--- src/rsc_defs.vh ---
`ifndef RSC_DEFS_VH
`define RSC_DEFS_VH
// ==========================================================
// timing
`define RSC_CLK_HZ 50000000
`define RSC_RST_HOLD_US 500
// 500 us at 50 MHz; written out, as the product overflows 32 bits
`define RSC_RST_HOLD_CYC 16'h61A8
// bootloader request length in clock cycles
`define RSC_BOOT_REQ_CYC 16'h2202
`define RSC_CNT_W 16
// ==========================================================
// io counts and pull codes
`define RSC_NUM_GPIO 11
`define RSC_PULL_UP 2'h1
`define RSC_PULL_DOWN 2'h2
`define RSC_DRIVE 2'h3
// ==========================================================
// states
`define RSC_ST_OFF 3'h0
`define RSC_ST_HOLD 3'h1
`define RSC_ST_FW 3'h2
`define RSC_ST_APP 3'h3
`define RSC_ST_BOOT 3'h4
`endif

--- src/rsc_sync.v ---
`timescale 1ns/1ns
// ==========================================================
// two flop synchroniser, one per bit
module rsc_sync #(
  parameter W = 1,
  parameter [W-1:0] RST_VAL = {W{1'b1}}
) (
  // clock and reset
  input wire sys_clk_i,
  input wire sys_rst_i,
  // data
  input wire [W-1:0] async_i,
  output reg [W-1:0] sync_o
);
  reg [W-1:0] meta;

  // first stage feeds only the second
  always @(posedge sys_clk_i) begin
    if (sys_rst_i) begin
      // reset value per bit is the idle level of its pin
      meta <= RST_VAL;
      sync_o <= RST_VAL;
    end else begin
      meta <= async_i;
      sync_o <= meta;
    end
  end
endmodule

--- src/rsc_startup_ctrl.v ---
`timescale 1ns/1ns
`include "rsc_defs.vh"
// How it works
// - pins start in weak pull-up, test pull-down
// - firmware may change io drive after startup
// - enable low enters shutdown
// - chip pulls reset low; host never drives high
// - undriven reset pin pulled high internally
// - reset pin low pulse resets fully
// - strap may become strong output after startup
// - ready held low 8706 cycles forces bootloader
// - ready driven low after application startup; code drives it from slave_ready_i in the APP state
// - ready then serves serial handshake
// - interrupt asserted low when data ready; code asserts it only in the APP and BOOT states
// - release reset about 500 us after enable
// - enable low stops serial and io activity
module rsc_startup_ctrl (
  // clock and reset
  input wire sys_clk_i,
  input wire sys_rst_i,
  // chip control pins
  input wire enable_i,
  input wire reset_n_i,
  output wire reset_n_o,
  output wire reset_n_oe_o,
  output wire reset_pull_up_o,
  output wire test_pull_down_o,
  // ready line
  input wire ready_n_i,
  output wire ready_n_o,
  output wire ready_n_oe_o,
  output wire ready_pull_up_o,
  // firmware side
  input wire fw_done_i,
  input wire data_ready_i,
  input wire slave_ready_i,
  input wire [`RSC_NUM_GPIO-1:0] fw_io_drive_i,
  input wire [`RSC_NUM_GPIO-1:0] fw_io_out_i,
  input wire fw_strap_drive_i,
  input wire fw_strap_out_i,
  input wire [`RSC_NUM_GPIO-1:0] gpio_i,
  input wire strap_i,
  // io pad control
  output reg [`RSC_NUM_GPIO-1:0] gpio_o,
  output reg [`RSC_NUM_GPIO-1:0] gpio_oe_o,
  output reg [`RSC_NUM_GPIO-1:0] gpio_pull_up_o,
  output reg strap_o,
  output reg strap_oe_o,
  output reg strap_pull_up_o,
  output wire strap_level_o,
  // status
  output wire irq_n_o,
  output wire shutdown_o,
  output wire core_rst_o,
  output wire fw_run_o,
  output reg boot_loader_o,
  output wire serial_en_o
);
  // ==========================================================
  // input synchronisers
  wire [3:0] pins_sync;
  wire en_s;
  wire rst_n_s;
  wire rdy_n_s;
  wire strap_s;

  // pins are from outside the clock domain; reset values match each
  // pin's idle level (enable off, reset and ready released), so no
  // false enable or reset edge follows the end of system reset
  rsc_sync #(.W(4), .RST_VAL(4'h7)) u_sync (
    .sys_clk_i(sys_clk_i),
    .sys_rst_i(sys_rst_i),
    .async_i({enable_i, reset_n_i, ready_n_i, strap_i}),
    .sync_o({en_s, rst_n_s, rdy_n_s, strap_s})
  );
  assign strap_level_o = strap_s;

  // ==========================================================
  // sequencer
  reg [2:0] state;
  reg [2:0] next_state;
  reg [`RSC_CNT_W-1:0] cnt;
  reg [`RSC_CNT_W-1:0] next_cnt;
  reg [`RSC_CNT_W-1:0] low_cnt;
  reg next_boot;
  reg rst_n_d;
  wire hold_done;
  wire boot_req;

  // hold count saturates at its end value, so a host that keeps
  // reset low for a long time never wraps it back into driving
  assign hold_done = (cnt >= `RSC_RST_HOLD_CYC);
  // ready must be low for the last 8706 cycles of hold, unbroken;
  // counted on the system clock, as the block has no second clock
  assign boot_req = (low_cnt >= `RSC_BOOT_REQ_CYC);

  // next state: enable low always wins over every other state
  always @* begin
    next_state = state;
    next_cnt = cnt;
    next_boot = boot_loader_o;
    case (state)
      `RSC_ST_OFF: begin
        next_cnt = {`RSC_CNT_W{1'b0}};
        next_boot = 1'b0;
        if (en_s) begin
          next_state = `RSC_ST_HOLD;
        end
      end
      `RSC_ST_HOLD: begin
        if (!hold_done) begin
          next_cnt = cnt + 1'b1;
        end
        // chip lets go at hold_done; a host still holding reset low
        // keeps the chip here until the pin reads high
        if (hold_done && rst_n_s) begin
          next_state = `RSC_ST_FW;
          next_boot = boot_req;
        end
      end
      `RSC_ST_FW: begin
        if (fw_done_i || boot_loader_o) begin
          next_state = boot_loader_o ? `RSC_ST_BOOT : `RSC_ST_APP;
        end
      end
      `RSC_ST_APP: begin
        next_state = `RSC_ST_APP;
      end
      `RSC_ST_BOOT: begin
        next_state = `RSC_ST_BOOT;
      end
      default: begin
        next_state = `RSC_ST_OFF;
      end
    endcase
    if (!en_s) begin
      next_state = `RSC_ST_OFF;
    end else if (state != `RSC_ST_OFF && state != `RSC_ST_HOLD && rst_n_d && !rst_n_s) begin
      // low edge on reset pin restarts without power cycling
      next_state = `RSC_ST_HOLD;
      next_cnt = {`RSC_CNT_W{1'b0}};
      next_boot = 1'b0;
    end
  end

  // state registers
  always @(posedge sys_clk_i) begin
    if (sys_rst_i) begin
      state <= `RSC_ST_OFF;
      cnt <= {`RSC_CNT_W{1'b0}};
      boot_loader_o <= 1'b0;
      rst_n_d <= 1'b1;
    end else begin
      state <= next_state;
      cnt <= next_cnt;
      boot_loader_o <= next_boot;
      rst_n_d <= rst_n_s;
    end
  end

  // ==========================================================
  // bootloader request counter
  // counts synced ready low while in hold; any high sample restarts
  // it, so a short glitch on the pin never forces the bootloader
  always @(posedge sys_clk_i) begin
    if (sys_rst_i || state != `RSC_ST_HOLD || rdy_n_s) begin
      low_cnt <= {`RSC_CNT_W{1'b0}};
    end else if (!boot_req) begin
      low_cnt <= low_cnt + 1'b1;
    end
  end

  // ==========================================================
  // pin drive
  wire started;
  assign started = (state == `RSC_ST_APP) || (state == `RSC_ST_BOOT);

  // chip only ever pulls reset low; high comes from the pull-up
  assign reset_n_o = 1'b0;
  // drive for the hold count only, then leave the pin to its pull-up;
  // a host still holding the pin low then shows up on reset_n_i
  assign reset_n_oe_o = (state == `RSC_ST_HOLD) && !hold_done;
  assign reset_pull_up_o = 1'b1;
  assign test_pull_down_o = 1'b1;

  // ready stays released while the host may be requesting boot
  assign ready_n_o = (state == `RSC_ST_APP) ? slave_ready_i : 1'b1;
  assign ready_n_oe_o = (state == `RSC_ST_APP);
  assign ready_pull_up_o = 1'b1;

  assign irq_n_o = !(data_ready_i && started);
  assign shutdown_o = (state == `RSC_ST_OFF);
  assign core_rst_o = (state == `RSC_ST_OFF) || (state == `RSC_ST_HOLD);
  assign fw_run_o = (state == `RSC_ST_FW);
  assign serial_en_o = (state == `RSC_ST_APP);

  // io pads: pulls until startup ends, then firmware owns them
  always @(posedge sys_clk_i) begin
    if (sys_rst_i || !started) begin
      gpio_o <= {`RSC_NUM_GPIO{1'b0}};
      gpio_oe_o <= {`RSC_NUM_GPIO{1'b0}};
      gpio_pull_up_o <= {`RSC_NUM_GPIO{1'b1}};
      strap_o <= 1'b0;
      strap_oe_o <= 1'b0;
      strap_pull_up_o <= 1'b1;
    end else begin
      gpio_o <= fw_io_out_i;
      gpio_oe_o <= fw_io_drive_i;
      gpio_pull_up_o <= ~fw_io_drive_i;
      strap_o <= fw_strap_out_i;
      strap_oe_o <= fw_strap_drive_i;
      strap_pull_up_o <= ~fw_strap_drive_i;
    end
  end
endmodule

--- config.mk ---
export PLATFORM = sky130hd
export DESIGN_NAME = rsc_startup_ctrl
export DESIGN_NICKNAME = d
export VERILOG_FILES = /design/src/rsc_sync.v /design/src/rsc_startup_ctrl.v
export VERILOG_INCLUDE_DIRS = /design/src /design/src/src
export SDC_FILE = /design/constraint.sdc
export NUM_CORES = 1
export LEC_CHECK = 0
export ABC_AREA = 0
export BUFFER_PORTS_ARGS = -buffer_cell sky130_fd_sc_hd__buf_4
export CAP_MARGIN = 20
export CORE_MARGIN = 4
export CORE_UTILIZATION = 50
export DETAILED_ROUTE_END_ITERATION = 8
export PLACE_DENSITY_LB_ADDON = 0.2
export RECOVER_POWER = 25
export SYNTH_ARGS = -nofsm -noshare
export SYNTH_HDL_FRONTEND = slang
export SYNTH_SLANG_ARGS = --single-unit
--- constraint.sdc ---
create_clock -name sys_clk_i -period 3.3 [get_ports sys_clk_i]
set_input_delay 0.495 -clock sys_clk_i [delete_from_list [all_inputs] [get_ports sys_clk_i]]
set_output_delay 0.495 -clock sys_clk_i [all_outputs]
set_load 0.01 [all_outputs]
---- Word level (Yosys, flattened, before mapping) ----
Index checks and enable logic that the tools add are counted.
word-level totals
  flip-flop bits (word level) ............. 81
cells by class
  add/subtract/negate cells ............... 2
  $lt $le $gt $ge ......................... 2
  equality and inequality tests ........... 9
  multiplexer cells ....................... 14
  bitwise gates (word level) .............. 3
  reductions and logical operators ........ 22
operators by type and width
  kind                   count
  $mux 16                3
  $add 16x1->16 const B  2
  $pmux 16 s2            1
  $ge 16x14->1 const B   1
  $ge 16x15->1 const B   1
  $pmux 3 s5             1
  $not 11->11            1
  $mux 3                 3
  $eq 3x2->1 const B     2
  $logic_and 1x1->1      6
  $logic_or 1x1->1       6
  $ne 3x1->1 const B     2
  $mux 1                 5
  $logic_not 1->1        4
  $reduce_and 2->1       2
  $eq 3x1->1 const B     1
  $eq 3x3->1 const B     1
  $logic_not 3->1        1
  $ne 3x3->1 const B     1
  $reduce_bool 3->1      1
  $reduce_or 3->1        1
  $ne 2x1->1 const B     1
  $ne 2x2->1 const B     1
  $not 1->1              2
  other kinds (2)        2

---- Logic depth before layout (Yosys ltp) ----
Gate-level depths: netlist (run 1).
  word-level depth ........................ 6
  mapped depth ............................ 9
  gate-level depth less buffers ........... 7

---- Modules after synthesis ----
From an unflattened synthesis (run 1), not the netlist that was laid out.
unflattened totals
  cells, all modules ...................... 324
  area total of the unflattened synthesis .. 3133.0 µm²
by module, submodules not included
  module            times used  cells an instance  area each (µm²)
  rsc_startup_ctrl  1           308                2922.8
  rsc_sync          1           16                 210.2

---- Least setup slack after synthesis (run 1) ----
OpenSTA, ideal clock, no wires.
  path kind ............................... register to output
  start ................................... register cnt[12]
  end ..................................... output port reset_n_oe_o
  arrival time ............................ 1334 ps
  required time ........................... 2805 ps
  slack ................................... 1471 ps
  stages on the path, launching flop included .. 5
  cells stage by stage .................... dfxtp_1 -> or4_4 -> a21oi_2 -> o21ai_0 -> inv_1
between the ends
  longest elaborated chain between the ends .. 3
RTL lines
  item                    line                    source
  start, declared         rsc_startup_ctrl.v:82   reg [`RSC_CNT_W-1:0] cnt;
  start signal, assigned  rsc_startup_ctrl.v:150  cnt <= {`RSC_CNT_W{1'b0}};
  start signal, assigned  rsc_startup_ctrl.v:155  cnt <= next_cnt;
  $ge 16x15->1 (no line)  --
  $logic_not 1->1         rsc_startup_ctrl.v:182  assign reset_n_oe_o = (state == `RSC_ST_HOLD) && !hold_done;
  $logic_and 1x1->1       rsc_startup_ctrl.v:182
  end, declared           rsc_startup_ctrl.v:25   output wire reset_n_oe_o,
No other way between the ends.

---- Final worst setup path (run 1) ----
Ends and elaborated chain as after synthesis.

==> impl_metrics.csv, run 1 <==
group,metric,value,unit
outcome,status,"complete, no violations",
sta,fmax,405,MHz
clock_network,cts_resized,0,
worst_setup_path,rrSetupSlack,1.02,ns
synthesis,ys.warnings.count,0,
synthesis,synth_edf_count,0,
drt,wl_met2,2.86,mm
worst_setup_path,r2r-start,"cnt[12]",
grt,grt_start_max_net_pins,25,
drt,drt-total-wl,6.57,mm
clock_network,numCtsBuffers,9,
clock_network,htreeDepth,3,
final_layout,antenna_cells,0,
worst_setup_path,critical_path_required,2.80,ns
worst_setup_path,end_kind,"output pin",
power,total_power,0.00171,W
clock_network,path_clk_slew,0.09,ns
worst_hold_path,hold_end,"gpio_pull_up_o[0]",
clock_network,cts_buffer_depth,2,
sta,final.setup.tns,0,ns
final_layout,ff_latch_area,0.00162,mm2
clock_network,cts_sinks,81,
synthesis,ys_seq_area_share,52.3,%
synthesis,ys_ff_latch,81,
sta,finalMaxSlewViolations,0,
job,cap_violations,0,
drt,drtAntennaViolNets,0,
final_layout,instances_no_fill,487,
worst_hold_path,hp-start,"fw_io_drive_i[0]",
power,p_per_area,449,mW/mm2
drt,drt_first_pass_iters,4,
final_layout,nets,455,
worst_hold_path,whs_path_depth,2,
drt,drc,0,
placed_design,pre_cts_ws,1.06,ns
grt,overflow,0,
worst_setup_path,reg2reg_to,"cnt[9]",
worst_setup_path,cp.arrival,1.98,ns
final_layout,area_delta_synth_final,22.8,%
sta,timing.final.ws_setup,0.830,ns
sta,setup_viol,0,
synthesis,yosysUniqueCellTypes,60,
drt,dr.first_iter.drc_count,158,
placed_design,hpwl,4.79,mm
power,clockPowerShare,39.4,%
sta,slew_headroom,50.5,%
grt,grt_pass1_vias,2218,
drt,wl_met3,760,um
final_layout,multiInputGateArea,0.00130,mm2
grt,grt_pass1_wl,10.6,mm
die,start_util,52.0,%
drt,via_count,2493,
synthesis,avgSynthCellArea,9.39,um2
synthesis,synth_area,0.00310,mm2
power,power.leakage,1.59,nW
power,combPwrFrac,3.0,%
final_layout,fill_cells,538,
clock_network,clk_latency,0.35,ns
synthesis,async_flop_share,0,%
final_layout,drive_gt1_share,23.3,%
worst_setup_path,path_max_fanout,5,
sta,rsz0062_at_grt,"false",
sta,worst_slew_pin_slew,0.741,ns
drt,wirelength_met1,2.88,mm
worst_setup_path,critPathKind,"flop to output pin",
die,core,0.00596,mm2
power,ir_drop,0.375,mV
die,num_rows,28,
clock_network,hold_buffers,0,
drt,viasPerCell,5.12,
placed_design,io_buffers,78,
sta,fin_crit_sh,74.9,%
grt,antenna_found_initial,0,
sta,hold_viol,0,
sta,whs,0.307,ns
power,p_int,0.00130,W
worst_setup_path,startpoint_type,"flop",
clock_network,cts_setup_buffers,0,
clock_network,cts_tree,"done",
power,p_sw,0.000409,W
clock_network,cts_root_buf,"clkbuf_8",
drt,wl_per_cell,13.5,um
placed_design,place_congestion,0.750,
power,seqPwrFrac,57.6,%
synthesis,ys.flop_type,"dfxtp_1",
die,die_height,86.7,um
die,fp.dieW,86.7,um
synthesis,synthCells,330,
grt,track_usage,18.0,%
drt,routed.top_layer,"met4",
placed_design,place_inst,471,
sta,fin_skew,0.0124,ns
die,die_area,0.00752,mm2
worst_hold_path,min-delay-path-class,"input pin to flop",
sta,min_period,2.47,ns
power,swShare,23.9,%
die,pin_count,94,
worst_setup_path,reg2reg_depth,5,
[layer usage]
layer / GRT usage, % / vias up
met5: 0 / -
met4: 6.37 / 0
met3: 9.13 / 9
met2: 27.1 / 95
met1: 22.2 / 1117
li1: - / 1272
[worst max-delay path by stage]
stage            start      endpoint  slack, ns  depth (start not counted)
5_1_grt        cnt[12]  reset_n_oe_o       0.71                          5
4_1_cts        cnt[12]  reset_n_oe_o       0.82                          5
3_3_place_gp   cnt[12]        cnt[9]       1.16                          5
3_5_place_dp   cnt[12]        cnt[9]       1.06                          5
2_1_floorplan  cnt[12]  reset_n_oe_o       1.47                          4
6_report       cnt[12]  reset_n_oe_o       0.83                          5
[power by group through the flow]
| stage | Clock (W) | Sequential [W] | Combinational, W |
|---|---|---|---|
| after floorplan | 0 | 0.00101 | 0.0000205 |
| after global placement | 0 | 0.00101 | 0.0000505 |
| after detailed placement | 0 | 0.00101 | 0.0000516 |
| after CTS | 0.000691 | 0.000985 | 0.0000518 |
| after global routing | 0.000734 | 0.000986 | 0.0000551 |
| final | 0.000673 | 0.000985 | 0.0000508 |
[through the flow]
step           util, %  cell area, um2
6_report          63.9            3800
4_1_cts           65.3            3890
5_1_grt           63.9            3800
3_5_place_dp      62.2            3700
2_1_floorplan        -            3110
3_3_place_gp      62.2            3700
[Yosys cell counts, types with 3 or more instances]
master | instances | area share, %
inv_1 | 24 | 2.9
buf_4 | 6 | 1.5
dfxtp_1 | 81 | 52
nor2_1 | 23 | 2.8
and2_1 | 21 | 4.2
nand2_1 | 38 | 4.6
and4_1 | 3 | 0.85
nor2b_1 | 3 | 0.61
xor2_1 | 5 | 1.4
a31o_2 | 3 | 0.85
o211ai_1 | 3 | 0.73
ha_1 | 4 | 1.6
or3_1 | 3 | 0.61
o21ai_0 | 4 | 0.65
a31oi_1 | 3 | 0.61
a21oi_1 | 9 | 1.5
nand4_1 | 8 | 1.6
nor3_1 | 5 | 0.81
o21bai_1 | 3 | 0.73
or2_2 | 7 | 1.4
nor4_1 | 4 | 0.81
nand3b_1 | 3 | 0.73
a211oi_1 | 4 | 0.97
xnor2_1 | 4 | 1.1
clkbuf_1 | 5 | 0.61
buf_2 | 3 | 0.48
nand3_1 | 11 | 1.8
[sequential cells by signal, indices dropped and copies added (netlist names)]
signal and cells:
u_sync.meta 4, strap_pull_up_o 1, cnt 16, gpio_oe_o 11, strap_o 1, rst_n_d 1
strap_oe_o 1, gpio_pull_up_o 11, state 3, low_cnt 16, boot_loader_o 1, u_sync.sync_o 4
gpio_o 11
[placed cells by master, fill, tap and decap left out, types with 2 or more instances in the layout]
master,n
nand2_1,38
clkinv_4,2
xor2_1,5
o21ai_1,2
nand3_1,11
nor2b_1,3
o211ai_1,3
conb_1,4
nand3b_1,3
or2_2,7
ha_1,4
and2_1,21
clkbuf_8,9
or4_1,2
a211oi_1,4
nor3_1,5
o31ai_1,2
a31o_2,3
nor3b_1,2
nor4_1,4
dfxtp_1,81
o21bai_1,3
inv_1,24
a31oi_1,3
clkbuf_1,22
a21oi_1,9
and4_1,3
o22ai_1,2
o21ai_0,4
clkinvlp_4,2
or3_1,3
xnor2_1,4
inv_6,2
a21bo_2,2
buf_4,58
nor2_1,23
nand4_1,8
[critical path, stage by stage, from the launching register on]
cell and delay, ns:
dfxtp_1 0.35, or4_4 0.56, a21oi_2 0.19, o21ai_0 0.18, inv_1 0.18, buf_4 0.15
[cell families after synthesis]
kind of cell	after synthesis	synth area share [%]
AND/OR/NAND/NOR	140	23.9
flip-flops	81	52.3
AO/OA/AOI/OAI	52	12.6
buffers and inverters	40	6.06
XOR/XNOR	9	2.54
adder cells (fa/ha/maj)	4	1.62
other	2	0.242
multiplexers	2	0.687
[area by class of cell]
| class | instances | share of cell area [%] |
|---|---|---|
| Clock inverter | 7 | 1.61 |
| Clock buffer | 9 | 3.26 |
| Inverter | 24 | 2.37 |
| Sequential cell | 81 | 42.6 |
| Timing Repair Buffer | 80 | 13.6 |
| Tap cell | 75 | 2.47 |
| Multi-Input combinational cell | 211 | 34.1 |
(Power assumes the default switching activity.)
==> run 2, diff against run 1 <==
--- a/config.mk
+++ b/config.mk
@@ -6,7 +6,7 @@
 export SDC_FILE = /design/constraint.sdc
 export NUM_CORES = 1
 export LEC_CHECK = 0
-export ABC_AREA = 0
+export ABC_AREA = 1
 export BUFFER_PORTS_ARGS = -buffer_cell sky130_fd_sc_hd__buf_4
 export CAP_MARGIN = 20
 export CORE_MARGIN = 4
==> constraint.sdc (replaced) <==
create_clock -name sys_clk_i -period 2.6 [get_ports sys_clk_i]
set_input_delay 0.39 -clock sys_clk_i [delete_from_list [all_inputs] [get_ports sys_clk_i]]
set_output_delay 0.39 -clock sys_clk_i [all_outputs]
set_load 0.01 [all_outputs]
==> run 2 against run 1 <==
  * Non-clock buffer count decreased by 2
  * Sequential share of layout area down 2.7 points
  * Wire length down 0.20%
  * Largest power group unchanged
  * Critical endpoint is now ready_n_o
  * Critical path depth did not move
  * Setup slack got worse by 0.18 ns
  * Die area up 7.7%
  * First-iteration DRC count fell by 46%
  * Area after synthesis rose by 8.5%
  * Register-to-register slack lost 0.15 ns
  * Via count is 13% higher
  * Clock power is 28% higher
  * Synthesized cell count grew 34%
==> impl_metrics.csv, run 2 <==
group,metric,value,unit
placed_design,hpwl,4.90,mm
synthesis,synth_top_area_share,48.3,%
synthesis,ys_seq_area_share,48.3,%
sta,fin_skew,0.0171,ns
drt,drtAntennaViolNets,0,
die,pin_count,94,
drt,drt_first_pass_iters,4,
drt,viasPerCell,4.66,
worst_setup_path,r2r-start,"low_cnt[0]",
synthesis,ys.flop_type,"dfxtp_1",
worst_setup_path,cp.arrival,1.56,ns
synthesis,ys.warnings.count,0,
clock_network,clk_latency,0.35,ns
placed_design,place_congestion,0.896,
power,ir_drop,0.326,mV
final_layout,mostFrequentLayoutCell,"nand2_1",
sta,setup_viol,0,
die,fp.dieW,90.0,um
sta,finalMaxSlewViolations,0,
clock_network,numCtsBuffers,9,
clock_network,cts_resized,0,
die,die_height,90.0,um
final_layout,multiInputGateArea,0.00136,mm2
final_layout,nets,570,
die,core,0.00642,mm2
final_layout,largestRegisters,"cnt x16, low_cnt x16",
grt,grt_pass1_wl,11.6,mm
worst_setup_path,reg2reg_depth,10,
synthesis,async_flop_share,0,%
synthesis,synth_edf_count,0,
clock_network,cts_sinks,81,
grt,grt_start_max_net_pins,24,
power,power.leakage,1.83,nW
worst_setup_path,rrSetupSlack,0.87,ns
drt,dr.first_iter.drc_count,86,
sta,timing.final.ws_setup,0.655,ns
die,start_util,52.3,%
sta,min_period,1.95,ns
final_layout,ff_latch_area,0.00162,mm2
outcome,status,"complete, no violations",
grt,antenna_found_initial,0,
job,cap_violations,0,
sta,fin_crit_sh,74.8,%
final_layout,area_delta_synth_final,20.8,%
sta,fmax,514,MHz
grt,overflow,0,
sta,final.setup.tns,0,ns
clock_network,htreeDepth,3,
worst_hold_path,min-delay-path-class,"input pin to flop",
synthesis,yosysTopAreaCell,"dfxtp_1",
worst_setup_path,critPathLaunch,"state[1]",
sta,rsz0062_at_grt,"false",
power,p_per_area,540,mW/mm2
drt,drc,0,
synthesis,synth_area,0.00336,mm2
clock_network,cts_root_buf,"clkbuf_8",
placed_design,io_buffers,78,
worst_setup_path,path_max_fanout,5,
synthesis,avgSynthCellArea,7.59,um2
worst_setup_path,end_kind,"output pin",
clock_network,cts_tree,"done",
final_layout,final_cell_mix,"nand2_1, dfxtp_1, inv_1",
final_layout,antenna_cells,0,
synthesis,synth_area_leaders,"dfxtp_1, nand2_1, inv_1",
grt,track_usage,17.0,%
worst_setup_path,reg2reg_to,"low_cnt[10]",
clock_network,hold_buffers,0,
synthesis,yosys.cell_count.top_type,"nand2_1",
die,die_area,0.00810,mm2
worst_setup_path,endpoint,"ready_n_o",
final_layout,drive_gt1_share,20.1,%
worst_setup_path,critical_path_required,2.21,ns
synthesis,ys_ff_latch,81,
clock_network,path_clk_slew,0.09,ns
synthesis,synthTopCellsByCount,"nand2_1, dfxtp_1, inv_1, nor2_1, nand3_1",
placed_design,pre_cts_ws,0.881,ns
drt,via_count,2817,
synthesis,synthCells,443,
synthesis,yosysUniqueCellTypes,37,
die,num_rows,29,
drt,drt-total-wl,6.56,mm
clock_network,cts_buffer_depth,2,
sta,hold_viol,0,
worst_setup_path,startpoint_type,"flop",
clock_network,cts_setup_buffers,0,
final_layout,fill_cells,593,
drt,wl_per_cell,10.9,um
worst_setup_path,critPathKind,"flop to output pin",
grt,grt_pass1_vias,2647,
## run 2: cells by family (layout without fill, tap and decap cells)
logic type	count (synthesis)	after routing	synth area share, %
XOR/XNOR	2	2	0.521
AND/OR/NAND/NOR	217	217	29.3
other	2	4	0.223
buffers and inverters	89	171	11.4
AO/OA/AOI/OAI	48	48	8.75
flip-flops	81	81	48.3
adder cells (fa/ha/maj)	4	4	1.49
## run 2: layout make-up
class / instances / share of cell area, %
clock buffers: 12 / 3.82
clock inverters: 4 / 0.832
inverters: 77 / 7.18
multi-input cells: 275 / 33.6
flip-flops and latches: 81 / 39.9
well taps: 77 / 2.37
repair buffers: 78 / 12.3
## run 2: worst min path at each step
stage,end,cells past startpoint,slack [ns],startpoint
2_1_floorplan,u_sync.sync_o[3],2,0.39,u_sync.meta[3]
3_3_place_gp,u_sync.sync_o[0],1,0.39,u_sync.meta[0]
5_1_grt,gpio_pull_up_o[5],2,0.20,fw_io_drive_i[5]
4_1_cts,gpio_pull_up_o[5],2,0.20,fw_io_drive_i[5]
6_report,gpio_pull_up_o[10],2,0.21,fw_io_drive_i[10]
3_5_place_dp,u_sync.sync_o[2],1,0.40,u_sync.meta[2]
## run 2: metrics by stage
stage          cells  utilization (%)  total power, W  hold WS [ns]  area (um2)
2_1_floorplan    445                -         0.00132         0.388        3370
3_3_place_gp     588             61.6         0.00136         0.391        3960
3_5_place_dp     588             61.6         0.00136         0.399        3960
4_1_cts          604             64.6         0.00222         0.203        4150
5_1_grt          604             63.2         0.00227         0.202        4060
6_report         604             63.2         0.00219         0.214        4060
## run 2: power breakdown
group	total (W)	leakage (nW)	internal [W]	switching [W]
logic	0.0000805	1.08	0.0000433	0.0000372
registers	0.00125	0.655	0.00125	0.00000341
clock network	0.000863	0.0936	0.000408	0.000455
total	0.00219	1.83	0.00170	0.000495
## run 2: worst max-delay path, cell delays in order, from the launching register on
cell and delay [ns]:
dfxtp_1 0.47, nand2_2 0.13, nor2_2 0.14, inv_1 0.06
or2_2 0.26, buf_4 0.14
## run 2: layer usage
layer  wire [um]  GRT usage (%)
met5           0              0
met4         133           8.29
met3         212           3.26
met2        3280           29.3
met1        2930           20.4
